==> src/rtl/pism_pkg.sv <==
// Constants and types for the PHY interrupt summary and mask block
// Overview of operation
// - Condition A summary set on masked bank bit
// - Condition A summary clears only when none pending
// - Condition B summary set on masked bank bit
// - Condition B summary clears only when none pending
// - User sense interrupt set on any sense bit
// - User sense clears only when all senses zero
// - Interrupt pin low on any masked condition
// - Interrupt mask register resets to all zero
// - Link threshold flag sticky, set at counter zero
package pism_pkg;

  localparam int             ADDR_W        = 6;
  localparam int             DATA_W        = 8;
  localparam int             LEM_W         = 8;

  localparam logic [5:0]     ADDR_ICR      = 6'h02;
  localparam logic [5:0]     ADDR_INTERRUPT_ENABLE_MASK     = 6'h03;

  localparam logic [7:0]     INTERRUPT_ENABLE_MASK_RESET    = 8'h00;
  // Threshold flag is 1 out of reset because the counter starts at zero
  localparam logic [4:0]     ICR_LOW_RESET = 5'h10;
  localparam logic [7:0]     LEM_RESET     = 8'h00;

  localparam int             BIT_REQ_PAR   = 0;
  localparam int             BIT_BUS_PAR   = 1;
  localparam int             BIT_WR_REJ    = 2;
  localparam int             BIT_CWI       = 3;
  localparam int             BIT_LINK_ERROR_THRESHOLD_FLAG      = 4;
  localparam int             BIT_RCA       = 5;
  localparam int             BIT_RCB       = 6;
  localparam int             BIT_UDI       = 7;
  localparam int             STICKY_N      = 5;

  typedef struct packed {
    logic [5:0] addr;
    logic       wr;
    logic       rd;
    logic [7:0] wdata;
  } pism_req_s;

  typedef struct packed {
    logic [7:0] bank_a;
    logic [7:0] mask_a;
    logic [7:0] bank_b;
    logic [7:0] mask_b;
    logic [2:0] sense;
  } pism_cond_s;

endpackage

==> src/rtl/pism_lem_counter.sv <==
// Link error monitor down counter with zero detect
`timescale 1ns/1ps
module pism_lem_counter #(
  parameter int W = pism_pkg::LEM_W
) (
  input  wire logic         sys_clk,
  input  wire logic         rst_n,
  input  wire logic         load,
  input  wire logic [W-1:0] load_value,
  input  wire logic         err_event,
  output logic              at_zero
);

  logic [W-1:0] count_reg;
  logic [W-1:0] count_next;

  always_comb begin
    count_next = count_reg;
    if (load) begin
      count_next = load_value;
    end else if (err_event && (count_reg != '0)) begin
      // Stops at zero so the flag is not re-raised by wrap-around
      count_next = count_reg - W'(1);
    end
  end

  always_ff @(posedge sys_clk or negedge rst_n) begin
    if (!rst_n) begin
      count_reg <= pism_pkg::LEM_RESET;
    end else begin
      count_reg <= count_next;
    end
  end

  assign at_zero = (count_reg == '0);

endmodule

==> src/rtl/pism_top.sv <==
// Interrupt condition summary, mask register and interrupt pin
`timescale 1ns/1ps
module pism_top (
  input  wire logic                sys_clk,
  input  wire logic                resetn,
  input  wire pism_pkg::pism_req_s bus_req,
  output logic [7:0]               bus_rdata,
  input  wire pism_pkg::pism_cond_s cond_in,
  input  wire logic                req_parity_err,
  input  wire logic                bus_parity_err,
  input  wire logic                write_reject_evt,
  input  wire logic                cond_write_inhibit_evt,
  input  wire logic                lem_error,
  input  wire logic                lem_load,
  input  wire logic [7:0]          lem_load_value,
  output logic                     int_n
);

  logic       rst_meta_reg;
  logic       rst_n;
  logic [7:0] interrupt_enable_mask_reg;
  logic [7:0] interrupt_enable_mask_next;
  logic [4:0] sticky_reg;
  logic [4:0] sticky_next;
  logic [7:0] rdata_reg;
  logic [7:0] rdata_next;
  logic       int_n_reg;
  logic       int_n_next;
  logic       lem_zero;
  logic       lem_zero_d_reg;
  logic       rx_cond_a_summary;
  logic       rx_cond_b_summary;
  logic       user_sense_interrupt;
  logic [7:0] interrupt_condition_summary;
  logic [4:0] events;

  function automatic logic masked_any(input logic [7:0] v, input logic [7:0] m);
    return |(v & m);
  endfunction

  // Reset release passes two flops; assertion stays asynchronous
  always_ff @(posedge sys_clk or negedge resetn) begin
    if (!resetn) begin
      rst_meta_reg <= 1'b0;
      rst_n        <= 1'b0;
    end else begin
      rst_meta_reg <= 1'b1;
      rst_n        <= rst_meta_reg;
    end
  end

  pism_lem_counter #(
    .W (pism_pkg::LEM_W)
  ) u_lem (
    .sys_clk    (sys_clk),
    .rst_n      (rst_n),
    .load       (lem_load),
    .load_value (lem_load_value),
    .err_event  (lem_error),
    .at_zero    (lem_zero)
  );

  // Summaries follow the sources directly, so software cannot clear them
  assign rx_cond_a_summary    = masked_any(cond_in.bank_a, cond_in.mask_a);
  assign rx_cond_b_summary    = masked_any(cond_in.bank_b, cond_in.mask_b);
  assign user_sense_interrupt = |cond_in.sense;

  assign interrupt_condition_summary = {user_sense_interrupt, rx_cond_b_summary,
                                        rx_cond_a_summary, sticky_reg};

  always_comb begin
    events                         = '0;
    events[pism_pkg::BIT_REQ_PAR]  = req_parity_err;
    events[pism_pkg::BIT_BUS_PAR]  = bus_parity_err;
    events[pism_pkg::BIT_WR_REJ]   = write_reject_evt;
    events[pism_pkg::BIT_CWI]      = cond_write_inhibit_evt;
    // Counter reaching zero sets once; holding at zero does not set again after a clear
    events[pism_pkg::BIT_LINK_ERROR_THRESHOLD_FLAG]     = lem_zero && !lem_zero_d_reg;
  end

  always_comb begin
    interrupt_enable_mask_next = interrupt_enable_mask_reg;
    sticky_next                = sticky_reg;
    if (bus_req.wr && (bus_req.addr == pism_pkg::ADDR_INTERRUPT_ENABLE_MASK)) begin
      interrupt_enable_mask_next = bus_req.wdata;
    end
    // Writing 0 to a low condition bit clears it; upper bits are read-only
    if (bus_req.wr && (bus_req.addr == pism_pkg::ADDR_ICR)) begin
      sticky_next = sticky_reg & bus_req.wdata[pism_pkg::STICKY_N-1:0];
    end
    // Set beats a same-cycle clear so no event is lost
    sticky_next = sticky_next | events;
  end

  always_comb begin
    rdata_next = rdata_reg;
    if (bus_req.rd) begin
      case (bus_req.addr)
        pism_pkg::ADDR_ICR:  rdata_next = interrupt_condition_summary;
        pism_pkg::ADDR_INTERRUPT_ENABLE_MASK: rdata_next = interrupt_enable_mask_reg;
        default:             rdata_next = 8'h00;
      endcase
    end
  end

  // Each mask bit gates only its own condition position
  assign int_n_next = !masked_any(interrupt_condition_summary,
                                  interrupt_enable_mask_reg);

  always_ff @(posedge sys_clk or negedge rst_n) begin
    if (!rst_n) begin
      interrupt_enable_mask_reg <= pism_pkg::INTERRUPT_ENABLE_MASK_RESET;
      sticky_reg                <= pism_pkg::ICR_LOW_RESET;
      lem_zero_d_reg            <= 1'b1;
      rdata_reg                 <= 8'h00;
      int_n_reg                 <= 1'b1;
    end else begin
      interrupt_enable_mask_reg <= interrupt_enable_mask_next;
      sticky_reg                <= sticky_next;
      lem_zero_d_reg            <= lem_zero;
      rdata_reg                 <= rdata_next;
      int_n_reg                 <= int_n_next;
    end
  end

  assign bus_rdata = rdata_reg;
  assign int_n     = int_n_reg;

endmodule

==> config.mk <==
export PLATFORM = sky130hd
export DESIGN_NAME = pism_top
export DESIGN_NICKNAME = d
export VERILOG_FILES = /design/src/rtl/pism_pkg.sv /design/src/rtl/pism_lem_counter.sv /design/src/rtl/pism_top.sv
export SDC_FILE = /design/constraint.sdc
export NUM_CORES = 1
export LEC_CHECK = 0
export BUFFER_PORTS_ARGS = -buffer_cell sky130_fd_sc_hd__buf_2
export CORE_MARGIN = 1
export CORE_UTILIZATION = 30
export CTS_CLUSTER_SIZE = 16
export DETAILED_ROUTE_END_ITERATION = 10
export MAX_ROUTING_LAYER = met4
export SYNTH_ARGS = -nofsm -noshare
export SYNTH_HDL_FRONTEND = slang
export SYNTH_SLANG_ARGS = --single-unit
==> constraint.sdc <==
create_clock -name sys_clk -period 1.24 [get_ports sys_clk]
set_input_delay 0.062 -clock sys_clk [delete_from_list [all_inputs] [get_ports sys_clk]]
set_output_delay 0.062 -clock sys_clk [all_outputs]
set_load 0.02 [all_outputs]
# Yosys cells after proc, flatten, opt, wreduce, memory -nomap -nowiden
# Cells that the tools add are included.
# totals
wordCells	33
out_inout_bits	9
ff_bits	33
in_bits	67
# classes
reduce_logical	13
add_sub_neg	1
n_bitwise	5
n_mux	4
eq_ne	2
# op_table
cell	count
8-bit AND	3
8-bit OR reduction	3
8-bit two-way mux	2
8-bit case mux with 2 select lines	1
6-bit by 2-bit equality test with 1-bit output, second input constant	2
8-bit zero test	1
8-bit nonzero test	1
8-bit by 1-bit subtractor with 8-bit output, second input constant	1
5-bit AND	1
5-bit two-way mux	1
5-bit bitwise OR	1
1-bit logical AND	4
3-bit OR reduction	1
1-bit zero test	2
2-bit nonzero test	1

# Longest topological paths before layout
# Gate-level depths: netlist (run 1).
# logic_depth
depth_word	5
mapped_depth	5
ltp_nobuf	5

# By module
# Synthesis (run 1) repeated with hierarchy kept, for this count alone.
# hier_totals
cells_unflattened	165
hier_area_um2	1716.6
# by_module_without_submodules
mod	area_per_inst_um2	n_inst	cells_per_inst	seq_area_each_um2
pism_top	1188.6	1	107	629.4
pism_lem_counter	528.0	1	58	200.2

# Least setup slack after synthesis (run 1)
# Ideal clock, no wire load.
# synth_timing
kind	flip-flop to flip-flop
startpoint	register u_lem.count_reg[4]
endpoint	register u_lem.count_reg[7]
period_less_slack_ns	1.744
required_time_ns	1.158
setup_ns	0.082
arrival_time_ns	1.662
stages_incl_launch_ff	5
n_path_buf	1
path_slack_ns	-0.504
path_cell_list	dfrtp_1 or4_1 clkbuf_2 or4_1 a31oi_1
# synth_via
elab_chain_len	3
word_cells_on_any_way	6
classes_between	1 x add/sub; 2 x mux; 3 x reduce/logical
# synth_rtl
element	line	source
start: declaration	pism_lem_counter.sv:14	logic [W-1:0] count_reg;
start signal: assignment	pism_lem_counter.sv:29	count_reg <= pism_pkg::LEM_RESET;
start signal: assignment	pism_lem_counter.sv:31	count_reg <= count_next;
8-bit by 1-bit subtractor with 8-bit output / 8-bit nonzero test (equally long branches)	pism_lem_counter.sv:23, pism_lem_counter.sv:21	
8-bit two-way mux / 1-bit logical AND (equally long branches)	pism_lem_counter.sv:21	end else if (err_event && (count_reg != '0)) begin
8-bit two-way mux / 2-bit nonzero test (equally long branches)	--	
# Parallel ways exist; a longest one is shown, timed or not. The select of a mux whose other input is x is not followed.
# A chain may end at the register's enable or synchronous reset.

# Worst setup path after layout (run 1)
# layout_timing
startpoint	register u_lem.count_reg[5]
endpoint	register u_lem.count_reg[7]
# Same word-level chain as after synthesis.

==> reports/summary.md, run 1 <==
The final-report max-slew violation count is 0, and the initial core utilization is 32.1%. The power consumption was 2.69 mW; the number of distinct library cells after synthesis was 42. The die width was 77.1 um; the remaining design rule violation count was 0. The power density normalized to cell area was 1040 mW/mm^2; the total global routing overflow was 0. The tools report the minimum setup slack in the final design as -427 ps. The longest clock path from root to sink contains 2 buffers.

Count of input and output buffers: 75. The critical path goes through or4_4 > or4_1 > a31oi_1. At the end of the flow, the number of nets in the layout was 343.

The first-pass GRT wire length was 8.07 mm; the number of nets still failing antenna checks after routing was 0. The predominant post-synthesis flop cell is dfrtp_1. Number of sinks handled by clock tree synthesis: 33. The area growth from synthesis to layout is 53.7%. The run gives 0 as the final count of hold timing violations.

The number of vias per cell after detailed routing is 5.01, and the max-capacitance violation count is 0. The maximum fanout count along the critical path was 3. The average wire per standard cell is 13.8 um. Before antenna repair, the detailed router went through 4 iterations. The logs give 0 for the number of antenna violations at the first check in global routing and 521 for the filler cell count in the final layout.

Timing would allow up to 0.600 GHz. The tools report the maximum number of pins on one net before global-route repair as 32. The flow ran to the end, but the final reports show violations.

On the worst path, the slowest cell contributes a delay of 520 ps. Vertical extent of the die: 77.1 um. In the layout the commonest cells are 75 x buf_2, 29 x dfrtp_1, 24 x buf_4. In this run the worst setup path begins at u_lem.count_reg[5]$_DFFE_PN0P_. The share of synthesized flip-flops with an asynchronous set or reset was 100%; the number of H-tree branching levels was 2.

For the floorplan core area, the log shows 0.00527 sq mm. The worst register-to-register path has a depth of 3. In this run the critical register-to-register path is launched from u_lem.count_reg[5]$_DFFE_PN0P_. Summed over all failing endpoints, the final setup total negative slack is -2900 ps. The worst setup path is captured at a flop. The mean instance size in the synthesized netlist came out at 10.1 sq um. The tools report the count of yosys warnings during synthesis as 0. The netlist area before placement is 0.00169 sq mm, and the path length in cells of the critical path is 3. For this block, the routed nets add up to 4.76 mm of wire.

Clock-pin slew was measured on the worst setup and hold paths at 70 ps. For the final database, setup skew stands at 6.68 ps. The worst-case IR drop observed on VDD is 0.000579 V. For this design, the slowest cell found on the critical path is or4_4. Counting every net in the synthesized netlist gives 237. The clock reaches the later pin of the worst-skew pair after 290 ps.

The tools report the final number of setup-violating endpoints as 10. TritonCTS built the clock tree. Ranked by total cell area, the synthesized netlist is headed by dfrtp_1 44%, a31oi_1 5.9%, mux2_2 5.3%. Summed over all instances, the cell type with the most area after synthesis is dfrtp_1.

The leakage power summed over all cells came out at 1.17 nW. Path class of the lowest-slack min-delay path: primary input to flop. The post-route clock period utilization was 134%.

At the worst endpoint, the arrival time is 1890 ps. The layout cell share with drive strength beyond 1 is 51.3%. The routed design could run at a clock period as short as 1670 ps. In the synthesized netlist, the number of instances is 168. Setup repair after global routing could not meet its margin everywhere. The die covers 0.00594 sq mm. The area fraction of the dominant cell type after synthesis was 44.4%.

Across every metal layer, demand over resource in global routing totals 18.0%. The setup check on the worst reg-to-reg path leaves a slack of -430 ps. CTS placed an instance of clkbuf_8 at the clock tree root. The critical path in this run is classified as flop to flop.

Buffers inserted during clock tree synthesis total 5. Yosys mapped a number of flops with a built-in enable equal to 0. The final reports fail on setup timing. The via count of the first global-routing pass was 1733; the worst endpoint required time was 1460 ps. The tools report the number of placement rows as 26.

The count of cells along the worst hold path works out to 2. The number of antenna repair diodes came out at 0. The startpoint type of the worst setup path was a flop.

The run gives 3.46 mm as the HPWL after detailed placement. The cell family contributing the most delay on the critical path was simple AND/OR/NAND/NOR gates. The buffering stage count on the worst path with inverters included works out to 0.

The part of the Yosys area used for sequential elements was 49.0%. Leaving out fill and tap cells, the most frequent cell in the layout is buf_2. The timing endpoint of the critical path is u_lem.count_reg[7]$_DFFE_PN0P_. The detailed router finished its first iteration with 106 violations. The placer's final routability congestion estimate is 0.803. In this run the critical register-to-register path is captured at u_lem.count_reg[7]$_DFFE_PN0P_.

The top-level I/O count was 76. In this run, synthesis produced a sequential element count of 33. Total vias in the final route: 1729.
where the power goes:
part           total [mW]  internal [mW]  switching, mW
sequential           1.26           1.19         0.0726
clock               0.798          0.389          0.409
combinational       0.634          0.333          0.301
worst min-delay path by stage:
stage | to | start | slack, ps
final | interrupt_enable_mask_reg[7]$_DFFE_PN0P_ | bus_req[7] | 7
after detailed placement | rst_meta_reg$_DFF_PN0_ | resetn | -150
after CTS | interrupt_enable_mask_reg[7]$_DFFE_PN0P_ | bus_req[7] | 5
after floorplan | rst_meta_reg$_DFF_PN0_ | resetn | -230
after global routing | interrupt_enable_mask_reg[1]$_DFFE_PN0P_ | bus_req[1] | 0.8
after global placement | rst_meta_reg$_DFF_PN0_ | resetn | -150
synthesized netlist by cell type, types with 2 or more instances:
master / n
nand4_1: 2
nand3_1: 16
and4_1: 2
dfstp_2: 3
a31oi_1: 16
clkbuf_1: 7
nor2_1: 20
dfrtp_1: 30
nor3b_1: 3
mux2_2: 8
a22oi_1: 9
a21o_1: 2
o21ai_0: 5
or4_1: 3
o31ai_1: 2
nor2b_1: 4
a21oi_1: 3
ha_1: 2
inv_1: 5
and2_1: 4
layout make-up:
class	count	area [sq um]	area share, %
Multi-Input combinational cell	122	941	36.2
Tap cell	70	87.6	3.37
Sequential cell	33	831	32.0
Inverter	5	18.8	0.722
Clock inverter	2	10.0	0.385
Clock buffer	6	72.6	2.79
Timing Repair Buffer	107	639	24.6
layer usage:
metal,vias up,track usage (%),routed length (um)
li1,852,-,-
met2,51,29.0,2320
met3,8,4.76,284
met4,0,8.87,86
met1,818,20.6,2070
met5,-,-,0
kinds of logic after synthesis:
family	count (synthesis)	share of synthesized area, %
AND/OR/NAND/NOR	65	22.0
AO/OA/AOI/OAI	46	19.0
flip-flops	33	49.0
buffers and inverters	13	2.96
multiplexers	8	5.33
adder cells (fa/ha/maj)	2	1.48
other	1	0.222
repair_timing:
action | in CTS | in global routing
hold buffers | 5 | 0
endpoints found under the setup margin | 11 | 11
pin swaps | 13 | 8
setup buffers | 3 | 1
gates resized for setup | 18 | 4
hold endpoints to repair | 6 | 0
per-stage QoR:
stage / setup WS, ps / instance area [sq um] / instances / hold slack [ps] / utilization (%)
after detailed placement: -395 / 2330 / 329 / -152 / 44.2
after CTS: -382 / 2590 / 345 / 5.34 / 49.1
after global routing: -456 / 2600 / 345 / 0.799 / 49.3
final: -427 / 2600 / 345 / 7.36 / 49.3
after global placement: -380 / 2330 / 329 / -151 / 44.2
after floorplan: -464 / 1720 / 168 / -234 / -
Power figures use the tool's default switching activity.
==> inputs of run 2 (changes only) <==
clock period = 2 ns   (was 1.24 ns; I/O delays follow)
==> run 2 against run 1 <==
  * The run now ends clean
  * Wire length down 12%
  * Clock power down 6.3%
  * Power down 32%
  * Global-route usage down 2.2 points
  * Critical path depth unchanged
  * Sequential power down 38%
  * Flip-flop and latch count unchanged
  * Setup slack better by 720 ps
  * Fmax down 2.5%
  * Via count down 4.9%
  * Final cell count down 7.5%
  * Worst hold slack better by 40 ps
  * Critical path type unchanged
  * Largest cell class is now registers
==> reports/summary.md, run 2 (synthesis gave the netlist of run 1 again) <==
The filler cell count in the final layout is 545 (+4.6%). The placed instance count is 310 (-5.8%). The logs give 25.2% (-3.8 points) for the global-route met2 utilization and 15.8% (-2.2 points) for the total track usage. The maximum VDD drop is 0.000369 V (-36%). The die width was 77.1 um (unchanged).

Headroom to the max-slew limit came out at 56.6%. The flow ran to the end, and the final reports show no timing, DRC or antenna violations. The logs give 0 (-10) for the final number of setup-violating endpoints and 0 (unchanged) for the total global routing overflow. The final period demand of the worst path came out at 1710 ps (+43.2 ps).

Setup repair after global routing left no endpoint under its margin. The floorplan core area came out at 0.00527 sq mm (unchanged). The run gives 3.13 mm (-9.4%) as the HPWL after detailed placement. The logs give 47.5 ps (+40.2 ps) for the worst-case hold slack and 0 (unchanged) for the number of antenna repair diodes. The power consumption was 1.82 mW (-32%). Count of input and output buffers: 75 (unchanged). Number of antenna violations at the first check in global routing: 0 (unchanged).

The startpoint type of the worst setup path is a flop. Leaving out fill and tap cells, the most frequent cell in the layout is buf_2. The number of vias per cell after detailed routing works out to 5.15 (+2.8%). The power density normalized to cell area was 789 mW/mm^2 (-24%).

The tools report the maximum number of pins on one net before global-route repair as 32 (unchanged). The total non-filler cell area in the finished layout is 0.00230 sq mm (-11%). The first-pass GRT wire length is 7.27 mm (-10%), and the final count of hold timing violations is 0 (unchanged). The run gives 2 (unchanged) as the maximum root-to-sink buffer count. Number of placement rows: 26 (unchanged). The signal on the critical path passes through or4_1 > or4_1 > a31oi_1.

The run gives 32.1% (unchanged) as the initial core utilization. The vertical extent of the die is 77.1 um (unchanged), and the die area is 0.00594 sq mm (unchanged). The area growth from synthesis to final layout was 36.2%. The transition at the pin with the smallest max-transition slack was 649 ps; the met3 usage was 5.12% (+0.36 points).

The total detailed-routing wirelength was 4.19 mm (-12%). The via count of the first global-routing pass came out at 1595 (-8.0%). The critical path in this run is classified as flop to flop.

The layer flagged by global routing as most heavily used is met2. The layout cell share with drive strength beyond 1 is 41.4% (-9.9 points). The average wire per standard cell was 13.1 um (-4.8%). The buffer count from post-CTS setup fixing was 0 (-3). In this design, the critical path's most frequently occurring cell is or4_1. The run gives 0 ps (+2900 ps) as the final total negative setup slack. The type of destination of the critical path was a flop.

The run gives 5 (unchanged) as the total CTS buffers. The placer's final routability congestion estimate is 0.830 (+3.4%), and the number of H-tree branching levels is 2 (unchanged). The maximum fanout count along the critical path came out at 6 (+3).

The post-route clock period utilization was 85.5% (-49 points); the number of nets still failing antenna checks after routing was 0 (unchanged). The library cells used most frequently in the layout, excluding fill and tap cells, are 75 x buf_2, 30 x dfrtp_1, 20 x nor2_1. TritonCTS built the clock tree.

The tools report the number of DRC violations after detailed-routing iteration 0 as 142 (+34%). Worst clock skew: 8.75 ps (+2.07 ps). The clock slew seen by the registers of the worst setup and hold paths was 70 ps (about the same); the top-level I/O count was 76 (unchanged). The post-place instance area was 0.00216 sq mm (-7.2%); the worst endpoint required time was 2210 ps (+750 ps).

The run gives 290 ps (about the same) as the clock latency on the worst-skew pair. The max-capacitance violation count is 0 (unchanged), and the remaining design rule violation count is 0 (unchanged). The logs give 319 (-7.5%) for the filler-free cell count of the finished design and 5 (+1) for the first-pass detailed-route iteration total. The maximum cell stage delay along the critical path was 540 ps (+20 ps).

Clock tree root buffer cell: clkbuf_8. The number of gates given a new drive strength after cts is 0 (-18). The slowest cell on the critical path is or4_1. In this run the worst hold path is classified as primary input to flop.

The final-report max-slew violation count is 0 (unchanged). Final net count: 317 (-7.6%). The tools report the leakage power summed over all cells as 1.05 nW (-10%). Global-route met1 utilization: 19.1% (-1.5 points). The tools report the number of sinks handled by clock tree synthesis as 33 (unchanged). The highest achievable clock rate is 0.585 GHz (-2.5%), and the critical path arrival is 1920 ps (+30 ps).

The total vias in the final route is 1644 (-4.9%).
-- run 2: cell types whose count changed in the layout (fill, tap and decap cells not counted), moves of 2 or more --
| cell | previous run | this run |
|---|---|---|
| ha_4 | 2 | 0 |
| dlygate4sd3_1 | 5 | 1 |
| buf_4 | 24 | 5 |
| inv_1 | 3 | 5 |
| buf_6 | 3 | 0 |
| inv_2 | 2 | 0 |
| bufinv_16 | 0 | 2 |
| ha_1 | 0 | 2 |
-- run 2: worst paths after layout --
path,start,slack (ps),to,cells after the start
min in group asynchronous,resetn,130,rst_meta_reg$_DFF_PN0_,2
max in group asynchronous,rst_n$_DFF_PN0_,1410,int_n$_DFF_PN1_,1
setup reg to reg,u_lem.count_reg[4]$_DFFE_PN0P_,290,u_lem.count_reg[7]$_DFFE_PN0P_,3
hold / removal,bus_req[5],50,interrupt_enable_mask_reg[5]$_DFFE_PN0P_,2
hold reg to reg,rst_n$_DFF_PN0_,260,interrupt_enable_mask_reg[2]$_DFFE_PN0P_,1
setup / recovery,u_lem.count_reg[4]$_DFFE_PN0P_,290,u_lem.count_reg[7]$_DFFE_PN0P_,3
-- run 2: stage by stage --
step / worst slack [ps] / utilization [%]
finish: 289 / 43.7
floorplan: 256 / -
detailed placement: 278 / 41.0
global placement: 328 / 41.0
global route: 202 / 43.7
CTS: 285 / 43.7
-- run 2: final cells by class --
type	count	area [sq um]	area share, %
timing repair buffer	81	423	18.3
tap	70	87.6	3.80
multi-input combinational	122	812	35.2
inverter	5	18.8	0.814
clock buffer	5	68.8	2.99
clock inverter	3	65.1	2.82
sequential	33	830	36.0
-- run 2: per-layer routing --
metal  wire, um  vias to the layer above
met3        272                        7
met2       2020                       59
met5          0                        -
met1       1850                      780
met4         52                        0
li1           -                      798
-- run 2: what timing repair did --
item | in CTS | in global routing
hold endpoints to repair | 2 | 0
endpoints found under the setup margin | 0 | 0
hold buffers | 1 | 0
-- run 2: power by group --
group	switching (mW)	internal (mW)	leakage, nW
Clock	0.252	0.495	0.0681
Sequential	0.0469	0.737	0.391
Combinational	0.143	0.145	0.592
Total	0.443	1.38	1.05
-- run 2: worst max-delay path: cells and delay by family (launching register included) --
family / cells / cell delay [ps]
flip-flops: 1 / 430
AND/OR/NAND/NOR: 2 / 1050
AO/OA/AOI/OAI: 1 / 160
